**src/include/cip_map.vh**
```
// constants of the cpu interrupt prioritizer: register map, fields, source codes, vectors
`ifndef CIP_MAP_VH
`define CIP_MAP_VH
// ==============================================================
// register byte addresses
`define CIP_ADDR_CTRL 4'h0
`define CIP_ADDR_MASK 4'h4
`define CIP_ADDR_STATUS 4'h8
`define CIP_ADDR_ACCEPT 4'hC
// ==============================================================
// control register fields (write only command bits)
`define CIP_CTRL_ENABLE 0
`define CIP_CTRL_DISABLE 1
`define CIP_CTRL_BOUNDARY 2
// mask register fields (set-mask command layout)
`define CIP_MASK_M55 0
`define CIP_MASK_M65 1
`define CIP_MASK_M75 2
`define CIP_MASK_MSE 3
`define CIP_MASK_R75 4
// status register fields (read-mask command layout)
`define CIP_STAT_IE 3
`define CIP_STAT_P55 4
`define CIP_STAT_P65 5
`define CIP_STAT_P75 6
`define CIP_STAT_TRAP 7
`define CIP_STAT_BUS 8
// ==============================================================
// accepted source codes
`define CIP_SRC_NONE 3'h0
`define CIP_SRC_TRAP 3'h1
`define CIP_SRC_R75 3'h2
`define CIP_SRC_R65 3'h3
`define CIP_SRC_R55 3'h4
`define CIP_SRC_BUS 3'h5
// restart vector addresses
`define CIP_VEC_TRAP 16'h0024
`define CIP_VEC_R75 16'h003C
`define CIP_VEC_R65 16'h0034
`define CIP_VEC_R55 16'h002C
// restart call opcode layout: 11nnn111
`define CIP_RST_OPC_MASK 8'hC7
`define CIP_RST_OPC_BASE 8'hC7
// ==============================================================
// reset values
`define CIP_MASK_RESET 3'h7
`endif

```
**src/cip_cpu_interrupt_prioritizer.v**
```verilog
// interrupt recognition, priority and restart vectoring of an 8-bit processor
//
// The Avalon-MM interface to the registers and the register addresses were decided locally.
`timescale 1ns/1ps
`include "cip_map.vh"

// Summary of operation
// - accept trap first, then edge, mid, low restart, bus-vectored request last
// - bus-vectored request obeys enable flag; its restart opcode comes from data bus
// - bus-vectored restart targets are 0, 8, 16 ... 56, eight bytes apart
// - push the program counter before branching to the vector
// - each of three restart inputs has a mask bit; trap has none
// - maskable restart fires only when enabled and its mask is clear
// - trap fires regardless of enable flag and masks
// - low and mid restart inputs are active-high levels sampled like bus request
// - rising edge on edge restart input sets a request flip-flop
// - edge request flip-flop stays set until serviced, then clears
// - edge request also clears by set-mask command or reset
// - edge request sets even while its mask is set
// - masks change only by set-mask command or reset
// - priority ignores which service routine runs now
// - hold request and all interrupt inputs are synchronised before use
// - trap is edge and level sensitive; re-armed only after going low
// - servicing any interrupt clears the global enable
// - trap saves prior enable; first read-mask returns it, later reads current
module cip_cpu_interrupt_prioritizer (
    input wire clk,
    input wire sys_rst,
    input wire [3:0] avs_address,
    input wire avs_read,
    input wire avs_write,
    input wire [31:0] avs_writedata,
    input wire [3:0] avs_byteenable,
    output reg [31:0] avs_readdata,
    output wire avs_waitrequest,
    input wire trapRequest,
    input wire restart75Request,
    input wire restart65Request,
    input wire restart55Request,
    input wire bus_vectored_request,
    input wire holdRequest,
    input wire [7:0] dataBus,
    output reg vector_acknowledge_strobe,
    output reg holdSync,
    output reg pushPc,
    output reg branchValid,
    output reg [15:0] branchAddress,
    output reg [2:0] acceptedSource
);

    // ==============================================================
    // state of the acceptance sequence
    localparam ST_IDLE = 2'h0;
    localparam ST_ACK = 2'h1;
    localparam ST_PUSH = 2'h2;
    localparam ST_BRANCH = 2'h3;

    reg [1:0] state;
    reg [1:0] next_state;
    reg [4:0] syncFirst;
    reg [4:0] syncSecond;
    reg holdFirst;
    reg r75Last;
    reg r75Pending;
    reg trapLast;
    reg trapArmed;
    reg [2:0] mask;
    reg intEnable;
    reg savedEnable;
    reg savedValid;
    reg [2:0] pickedSource;
    reg [15:0] pickedVector;
    reg [7:0] opcodeLatch;
    reg ackDone;

    wire trapSync = syncSecond[4];
    wire r75Sync = syncSecond[3];
    wire r65Sync = syncSecond[2];
    wire r55Sync = syncSecond[1];
    wire vecReqSync = syncSecond[0];

    // bus decode
    wire wrCtrl = avs_write && (avs_address == `CIP_ADDR_CTRL) && avs_byteenable[0];
    wire wrMask = avs_write && (avs_address == `CIP_ADDR_MASK) && avs_byteenable[0];
    wire rdStatus = avs_read && (avs_address == `CIP_ADDR_STATUS);
    wire boundary = wrCtrl && avs_writedata[`CIP_CTRL_BOUNDARY];
    wire maskEnable = wrMask && avs_writedata[`CIP_MASK_MSE];

    // ==============================================================
    // reads take one wait state: the data register loads in the first cycle
    // and stands while waitrequest is low; writes finish in their first cycle
    reg rdAck;
    assign avs_waitrequest = avs_read && !rdAck;

    // rdAck marks the second, completing cycle of a read
    always @(posedge clk) begin
        if (sys_rst) begin
            rdAck <= 1'b0;
        end else begin
            rdAck <= avs_read && !rdAck;
        end
    end

    // ==============================================================
    // two-stage synchronisers for every request and for hold
    always @(posedge clk) begin
        if (sys_rst) begin
            // edge input idles high: start its stages high so reset makes no false edge
            syncFirst <= 5'h08;
            syncSecond <= 5'h08;
            holdFirst <= 1'b0;
            holdSync <= 1'b0;
        end else begin
            syncFirst <= {trapRequest, restart75Request, restart65Request,
                          restart55Request, bus_vectored_request};
            syncSecond <= syncFirst;
            holdFirst <= holdRequest;
            holdSync <= holdFirst;
        end
    end

    // ==============================================================
    // eligibility and fixed priority selection
    wire trapLive = trapSync && trapArmed;
    wire r75Live = intEnable && !mask[2] && r75Pending;
    wire r65Live = intEnable && !mask[1] && r65Sync;
    wire r55Live = intEnable && !mask[0] && r55Sync;
    wire vecReqLive = intEnable && vecReqSync;
    wire serviceNow = (state == ST_IDLE) && boundary;

    always @* begin
        // no notion of the running routine enters the choice
        pickedSource = `CIP_SRC_NONE;
        pickedVector = 16'h0000;
        if (trapLive) begin
            pickedSource = `CIP_SRC_TRAP;
            pickedVector = `CIP_VEC_TRAP;
        end else if (r75Live) begin
            pickedSource = `CIP_SRC_R75;
            pickedVector = `CIP_VEC_R75;
        end else if (r65Live) begin
            pickedSource = `CIP_SRC_R65;
            pickedVector = `CIP_VEC_R65;
        end else if (r55Live) begin
            pickedSource = `CIP_SRC_R55;
            pickedVector = `CIP_VEC_R55;
        end else if (vecReqLive) begin
            pickedSource = `CIP_SRC_BUS;
            pickedVector = 16'h0000;
        end
    end

    wire accepting = serviceNow && (pickedSource != `CIP_SRC_NONE);
    wire trapTaken = accepting && (pickedSource == `CIP_SRC_TRAP);
    wire r75Taken = accepting && (pickedSource == `CIP_SRC_R75);

    // ==============================================================
    // edge request flip-flop and trap re-arm
    always @(posedge clk) begin
        if (sys_rst) begin
            r75Last <= 1'b1;
            r75Pending <= 1'b0;
            trapLast <= 1'b0;
            trapArmed <= 1'b1;
        end else begin
            r75Last <= r75Sync;
            trapLast <= trapSync;
            // a new edge wins over any clear in the same cycle
            if (r75Sync && !r75Last) begin
                r75Pending <= 1'b1;
            end else if (r75Taken) begin
                r75Pending <= 1'b0;
            end else if (wrMask && avs_writedata[`CIP_MASK_R75]) begin
                r75Pending <= 1'b0;
            end
            // trap re-arms only after it is seen low
            if (!trapSync) begin
                trapArmed <= 1'b1;
            end else if (trapTaken) begin
                trapArmed <= 1'b0;
            end
            // an edge taken at once is the request just served, not a new one
            if (trapSync && !trapLast && !trapTaken) begin
                trapArmed <= 1'b1;
            end
        end
    end

    // ==============================================================
    // masks, global enable and saved enable
    always @(posedge clk) begin
        if (sys_rst) begin
            mask <= `CIP_MASK_RESET;
            intEnable <= 1'b0;
            savedEnable <= 1'b0;
            savedValid <= 1'b0;
        end else begin
            if (maskEnable) begin
                mask <= avs_writedata[2:0];
            end
            if (accepting) begin
                intEnable <= 1'b0;
            end else if (wrCtrl && avs_writedata[`CIP_CTRL_ENABLE]) begin
                intEnable <= 1'b1;
            end else if (wrCtrl && avs_writedata[`CIP_CTRL_DISABLE]) begin
                intEnable <= 1'b0;
            end
            if (trapTaken) begin
                savedEnable <= intEnable;
                savedValid <= 1'b1;
            end else if (rdStatus) begin
                savedValid <= 1'b0;
            end
        end
    end

    // ==============================================================
    // sequence: acknowledge (bus request only), push, branch
    always @* begin
        next_state = state;
        case (state)
            ST_IDLE: begin
                if (accepting && pickedSource == `CIP_SRC_BUS) begin
                    next_state = ST_ACK;
                end else if (accepting) begin
                    next_state = ST_PUSH;
                end
            end
            ST_ACK: begin
                if (ackDone) begin
                    next_state = ST_PUSH;
                end
            end
            ST_PUSH: next_state = ST_BRANCH;
            ST_BRANCH: next_state = ST_IDLE;
            default: next_state = ST_IDLE;
        endcase
    end

    always @(posedge clk) begin
        if (sys_rst) begin
            state <= ST_IDLE;
            vector_acknowledge_strobe <= 1'b0;
            ackDone <= 1'b0;
            opcodeLatch <= 8'h00;
            pushPc <= 1'b0;
            branchValid <= 1'b0;
            branchAddress <= 16'h0000;
            acceptedSource <= `CIP_SRC_NONE;
        end else begin
            state <= next_state;
            pushPc <= 1'b0;
            branchValid <= 1'b0;
            ackDone <= 1'b0;
            vector_acknowledge_strobe <= 1'b0;
            if (accepting) begin
                acceptedSource <= pickedSource;
                branchAddress <= pickedVector;
            end
            if (next_state == ST_ACK && !ackDone) begin
                vector_acknowledge_strobe <= (state == ST_IDLE);
            end
            if (state == ST_ACK && !ackDone) begin
                // opcode sampled at the edge that ends the strobe cycle
                opcodeLatch <= dataBus;
                ackDone <= 1'b1;
            end
            if (state == ST_PUSH) begin
                pushPc <= 1'b1;
                if (acceptedSource == `CIP_SRC_BUS) begin
                    // restart opcode field nnn gives vector nnn*8
                    branchAddress <= {10'h000, opcodeLatch[5:3], 3'h0};
                end
            end
            if (state == ST_BRANCH) begin
                branchValid <= 1'b1;
            end
        end
    end

    // ==============================================================
    // register read data
    always @(posedge clk) begin
        if (sys_rst) begin
            avs_readdata <= 32'h00000000;
        end else if (avs_read && !rdAck) begin
            // loaded once, in the first cycle, so the value holds for the master
            case (avs_address)
                `CIP_ADDR_MASK: avs_readdata <= {29'h0, mask};
                `CIP_ADDR_STATUS: begin
                    avs_readdata <= {23'h0, vecReqSync, trapSync, r75Pending, r65Sync,
                                     r55Sync, savedValid ? savedEnable : intEnable,
                                     mask};
                end
                `CIP_ADDR_ACCEPT: avs_readdata <= {13'h0, acceptedSource, branchAddress};
                default: avs_readdata <= 32'h00000000;
            endcase
        end
    end

endmodule

```
**config.mk**
```make
export PLATFORM = sky130hd
export DESIGN_NAME = cip_cpu_interrupt_prioritizer
export DESIGN_NICKNAME = d
export VERILOG_FILES = /design/src/cip_cpu_interrupt_prioritizer.v
export VERILOG_INCLUDE_DIRS = /design/src /design/src/include
export SDC_FILE = /design/constraint.sdc
export NUM_CORES = 1
export LEC_CHECK = 0
export BUFFER_PORTS_ARGS = -buffer_cell sky130_fd_sc_hd__buf_2
export CORE_MARGIN = 1.5
export CORE_UTILIZATION = 31
export DETAILED_ROUTE_END_ITERATION = 10
export GPL_TIMING_DRIVEN = 1
export SYNTH_ARGS = -nofsm -noshare
export SYNTH_HDL_FRONTEND = slang
export SYNTH_SLANG_ARGS = --single-unit
```
**constraint.sdc**
```tcl
create_clock -name clk -period 2.2 [get_ports clk]
set_input_delay 0.44 -clock clk [delete_from_list [all_inputs] [get_ports clk]]
set_output_delay 0.44 -clock clk [all_outputs]
set_load 0.005 [all_outputs]
```
==> out/qor.yml, run 1 <==
worst_setup_path:
  critPathMaxFanout: 12
  regToRegSetupSlack_ns: 0.33
  crit_type: "flop to flop"
  cp-end-kind: "flop"
  cp.arrival_ns: 2.15
  cp.required_ns: 2.49
  start_kind: "flop"
pwr:
  share_comb_of_total_power_pct: 5.1
  power.density_mw_per_mm2: 714
  cellLeakagePower_uw: 0.00147
  net-switching-power_uw: 542
  intPower_uw: 1880
  clkPwrFrac_pct: 41.6
  irDropWorstVdd_uv: 303
  pwr-share-seq_pct: 53.3
  p_sw_share_pct: 22.4
die:
  io_pins: 114
  row_count: 34
  die_y_um: 97.2
  die-area_mm2: 0.00945
  floorplan.initialDensity_pct: 31.7
  core_area_mm2: 0.00868
  chipWidth_um: 97.2
placed_design:
  place_hpwl_um: 4730
  dp.cells: 463
  io_buffer_count: 65
  globalplace.congestion: 0.883
global_route:
  grt-ovfl-total: 0
  antenna_found_initial: 0
  grt_first_pass_wirelength_um: 10500
  grt_pass1_vias: 2141
  grt_max_degree: 30
  grt_use_total_pct: 14.0
finish:
  layout-drive-gt1-share_pct: 28.4
  diodes: 0
  layout_commonest_cell: "dfxtp_1"
  fillCellCount: 915
  syn_to_final_growth_pct: 23.1
  layoutNonFillerInstCount: 478
  final_cell_mix: "dfxtp_1 (70), buf_2 (65), nor2_1 (29), nand2_1 (28), nor2b_1 (15)"
  nNetsFinal: 424
detailed_routing:
  wl_met2_um: 3040
  post_drt_wl_per_cell_um: 13.6
  routed_wl_um: 6480
  wl_met3_um: 349
  drc: 0
  top_layer: "met4"
  wl_met1_um: 3000
  firstDrtPassIters: 4
  drtIter0Drc: 90
  final_antenna_net_count: 0
  routed_via_density: 4.70
  num_vias: 2248
sta:
  rsz0062_at_grt: "false"
  worstMarginPinSlew_ns: 0.690
  slew_viol_final: 0
  fin_tns_setup_ns: 0
  fin_crit_ns: 1.87
  fmaxAchievable_ghz: 0.536
  skew_ns: 0.0124
  post-route-period-util_pct: 84.8
  hold-worst-slack_ns: 0.274
  hold_violations: 0
  finalSetupViolCount: 0
  slew_headroom_pct: 53.6
cts:
  postCtsHoldBufs: 0
  h-tree-depth: 3
  path_clk_slew_ns: 0.07
  cts_buffer_depth: 2
  cts_made_buffers: 9
  cts_root_buffer: "clkbuf_8"
  cts_tree: "yes"
  clock_latency_ns: 0.35
  clock_sinks: 70
logic_synthesis:
  ys_ff_latch: 70
  synth_cells: 293
  syn_area_per_cell_um2: 9.39
  ys_warn_count: 0
  synth-async-reset-ratio_pct: 0
  synth_flop_cell: "dfxtp_1"
  synth.distinct_cells: 48
  synth-edff-count: 0
  synth_area_mm2: 0.00275
  yosysSeqAreaShare_pct: 50.9
outcome:
  outcome: "completed"
min_path:
  hold_path.class: "input port to flop"
run:
  maxCapViolations: 0
[per-stage QoR]
stage | setup slack [ns] | power [uW] | area (um^2) | utilization, %
floorplan | 0.492 | 1410 | 2800 | -
global placement | 0.112 | 1440 | 3190 | 36.8
detailed placement | 0.0896 | 1440 | 3190 | 36.8
CTS | 0.0734 | 2450 | 3380 | 39.0
global route | 0.127 | 2510 | 3390 | 39.0
finish | 0.334 | 2420 | 3390 | 39.0
[flip-flops by register name (all words and copies together), names as in the netlist, 2 cells and up]
| register | flops |
|---|---|
| acceptedSource | 3 |
| syncSecond | 5 |
| mask | 3 |
| syncFirst | 5 |
| avs_readdata | 19 |
| state | 2 |
| opcodeLatch | 3 |
| branchAddress | 16 |
[critical path, cell delays in order, from the launching register on]
cell and delay, ns:
dfxtp_1 0.39, nor2b_1 0.10, o41ai_2 0.51, a21oi_2 0.14, nor3_4 0.46, and2_1 0.20
[worst paths after layout]
check | depth (start not counted) | start | end
worst min register to register | 1 | syncFirst[3] | syncSecond[3]
worst max register to register | 5 | mask[2] | branchAddress[13]
worst min-delay path | 2 | restart75Request | syncFirst[3]
worst max-delay path | 5 | mask[2] | branchAddress[13]
[timing repair]
item	in CTS	in global routing
endpoints found under the setup margin	0	12
resized for setup	0	1
buffers inserted	0	0
[power by group through the flow]
| stage | sequential, uW | combinational [uW] | clock (uW) |
|---|---|---|---|
| 2_1_floorplan | 1320 | 89.7 | 0 |
| 3_3_place_gp | 1320 | 123 | 0 |
| 3_5_place_dp | 1320 | 124 | 0 |
| 4_1_cts | 1290 | 124 | 1030 |
| 5_1_grt | 1290 | 138 | 1090 |
| 6_report | 1290 | 124 | 1010 |
[cells in the mapped netlist (5+ instances only)]
cell       number  area (um^2)
nand2_1        28          105
a21oi_1        11         55.1
o21ai_0         6         30.0
a2bb2oi_1       5         43.8
buf_4          14          105
a22oi_1        12         90.1
nand2b_1        5         31.3
clkbuf_1       11         41.3
and2_1         13         81.3
nor3_1          5         25.0
dfxtp_1        70         1400
nor2b_1        15         93.8
inv_1           5         18.8
nor2_1         29          109
mux2i_1         8         80.1
nand3b_1        6         45.0
nand3_1         7         35.0
[layer usage]
layer  global-route usage (%)  up-vias
li1                         -     1133
met1                     16.9     1038
met2                     23.2       68
met3                     5.76        9
met4                     3.63        0
met5                        0        -
[final cells by class]
cell class | instances | area (um^2) | area share [%]
multi-input cells | 203 | 1230 | 36.2
inverters | 5 | 18.8 | 0.554
repair buffers | 77 | 415 | 12.3
flip-flops and latches | 70 | 1400 | 41.4
well taps | 108 | 135 | 3.99
clock inverters | 4 | 47.5 | 1.40
clock buffers | 11 | 141 | 4.17
[logic make-up after synthesis]
family,after synthesis,synth area share [%]
mux,9,3.32
other cells,1,0.136
flops,70,50.9
buf+inv,32,6.32
compound gates,53,14.2
simple gates,127,24.7
xor+xnor,1,0.318
Note: power is estimated with default switching activity, not from simulation.
==> inputs of run 2 (changes only) <==
clock period = 1.85 ns   (was 2.2 ns; I/O delays follow)
==> out/qor.yml, run 2 (same netlist as run 1, synthesis figures left out) <==
sta:
  fin_crit_ns: 1.71  # -0.160 ns
  fmaxAchievable_ghz: 0.586  # +9.4%
  post-route-period-util_pct: 92.2  # +7.4 points
  hold_violations: 0  # unchanged
  skew_ns: 0.00552  # -0.00687 ns
  rsz0062_at_grt: "false"
  finalSetupViolCount: 0  # unchanged
  slew_viol_final: 0  # unchanged
finish:
  final_area_mm2: 0.00353  # +4.4%
  layout_commonest_cell: "dfxtp_1"
  final_cell_mix: "dfxtp_1 (70), buf_2 (65), nor2_1 (29), buf_4 (29), nand2_1 (28)"
  utilization_pct: 40.7  # +1.7 points
  fillCellCount: 901  # -1.5%
  syn_to_final_growth_pct: 28.5
  diodes: 0  # unchanged
  largest_register_ffs: 19  # unchanged
  top_register: "avs_readdata"
  layout-drive-gt1-share_pct: 31.7  # +3.3 points
  nNetsFinal: 442  # +4.2%
  top_regs: "avs_readdata (19), branchAddress (16)"
cts:
  clock_latency_ns: 0.34  # about the same
  cts_root_buffer: "clkbuf_8"
  postCtsHoldBufs: 0  # unchanged
  cts_tree: "yes"
  cts_made_buffers: 9  # unchanged
  h-tree-depth: 3  # unchanged
  clock_sinks: 70  # unchanged
  cts_buffer_depth: 2  # unchanged
  path_clk_slew_ns: 0.07  # about the same
worst_setup_path:
  start_kind: "flop"
  cp.arrival_ns: 1.96  # -0.19 ns
  worstSetupStartpoint: "syncSecond[4]"
  cp_slowest_stage_delay_ns: 0.41  # -0.10 ns
  crit_type: "flop to flop"
  crit_path_top_delay_cell: "or3_1"
  cp-end-kind: "flop"
  crit-reg2reg-launch: "syncSecond[4]"
  crit_chain: "and2_1 -> buf_4 -> nand2b_1 -> or3_1 -> nor2b_1 -> a221oi_2"
  cp.required_ns: 2.11  # -0.38 ns
  critPathMaxFanout: 3  # -9
placed_design:
  place_hpwl_um: 4800  # +1.4%
  globalplace.congestion: 0.889  # +0.68%
  io_buffer_count: 65  # unchanged
  placed_area_mm2: 0.00332  # +4.0%
detailed_routing:
  post_drt_wl_per_cell_um: 13.1  # -3.0%
  num_vias: 2321  # +3.2%
  drtIter0Drc: 100  # +11%
  drc: 0  # unchanged
  routed_via_density: 4.68  # -0.50%
  final_antenna_net_count: 0  # unchanged
  firstDrtPassIters: 4  # unchanged
  routed_wl_um: 6520  # +0.68%
pwr:
  share_comb_of_total_power_pct: 5.6  # +0.5 points
  net-switching-power_uw: 633  # +17%
  intPower_uw: 2240  # +19%
  power_uw: 2870  # +19%
  pwr-share-seq_pct: 53.3  # about the same
  irDropWorstVdd_uv: 446  # +47%
  power.density_mw_per_mm2: 813  # +14%
  p_sw_share_pct: 22.0  # -0.38 points
  cellLeakagePower_uw: 0.00156  # +6.2%
  clkPwrFrac_pct: 41.1  # -0.5 points
die:
  io_pins: 114  # unchanged
  row_count: 34  # unchanged
  core_area_mm2: 0.00868  # unchanged
  die-area_mm2: 0.00945  # unchanged
  floorplan.initialDensity_pct: 31.7  # unchanged
  chipWidth_um: 97.2  # unchanged
  die_y_um: 97.2  # unchanged
run:
  maxCapViolations: 0  # unchanged
global_route:
  grt-ovfl-total: 0  # unchanged
  grt_pass1_vias: 2114  # -1.3%
  antenna_found_initial: 0  # unchanged
  grt_use_total_pct: 14.2  # +0.21 points
  grt_max_degree: 36  # +20%
  grt_first_pass_wirelength_um: 10600  # +0.78%
outcome:
  outcome: "completed"
min_path:
  hold_path.class: "input port to flop"
  hold_path_startpoint: "restart75Request"
run 2: changes by cell type in the layout (fill, tap and decap cells not counted), sizes merged:
cell  change
buf      +18
run 2: cell type report:
type	count	area [um^2]	share of cell area [%]
clock buffers	11	141	4.00
clock inverters	4	47.5	1.35
inverters	5	18.8	0.531
multi-input cells	203	1230	34.7
flip-flops and latches	70	1400	39.6
well taps	108	135	3.82
repair buffers	95	563	15.9
run 2: power by group through the flow:
| stage | clock, uW | sequential (uW) | combinational (uW) |
|---|---|---|---|
| after global routing | 1290 | 1530 | 180 |
| after CTS | 1230 | 1530 | 158 |
| after floorplan | 0 | 1570 | 107 |
| final | 1180 | 1530 | 162 |
| after global placement | 0 | 1570 | 155 |
| after detailed placement | 0 | 1570 | 156 |
run 2: routing by layer:
layer	track usage, %	up-vias	share of wire, %
li1	-	1165	-
met1	18.4	1059	48
met2	22.1	84	44
met3	4.17	13	5.8
met4	5.93	0	2.4
met5	0	-	0
run 2: metrics by stage:
step	setup WS [ns]	hold slack, ns	setup TNS, ns	instances
3_5_place_dp	-0.133	0.404	-1.52	480
2_1_floorplan	0.212	0.389	0	305
3_3_place_gp	-0.142	0.392	-1.67	480
6_report	0.145	0.214	0	496
4_1_cts	0.0585	0.193	0	495
5_1_grt	0.0503	0.207	0	496
run 2: final timing paths:
check             slack (ns)  depth (start not counted)               end
setup / recovery        0.14                          6  branchAddress[4]
hold / removal          0.21                          2      syncFirst[3]
setup reg to reg        0.14                          6  branchAddress[4]
hold reg to reg         0.41                          1     syncSecond[3]
run 2: what timing repair did:
action | in CTS | in global routing
setup buffers | 0 | 1
setup endpoints to repair | 12 | 5
pin swaps | 0 | 1
endpoints found under the hold margin | 0 | 0
gates resized for setup | 1 | 0
run 2: critical path, delay by kind of cell, from the launching register on:
| kind | cells | cell delay [ns] |
|---|---|---|
| AND/OR/NAND/NOR | 4 | 0.94 |
| flip-flops | 1 | 0.32 |
| buffers and inverters | 1 | 0.14 |
| AO/OA/AOI/OAI | 1 | 0.22 |
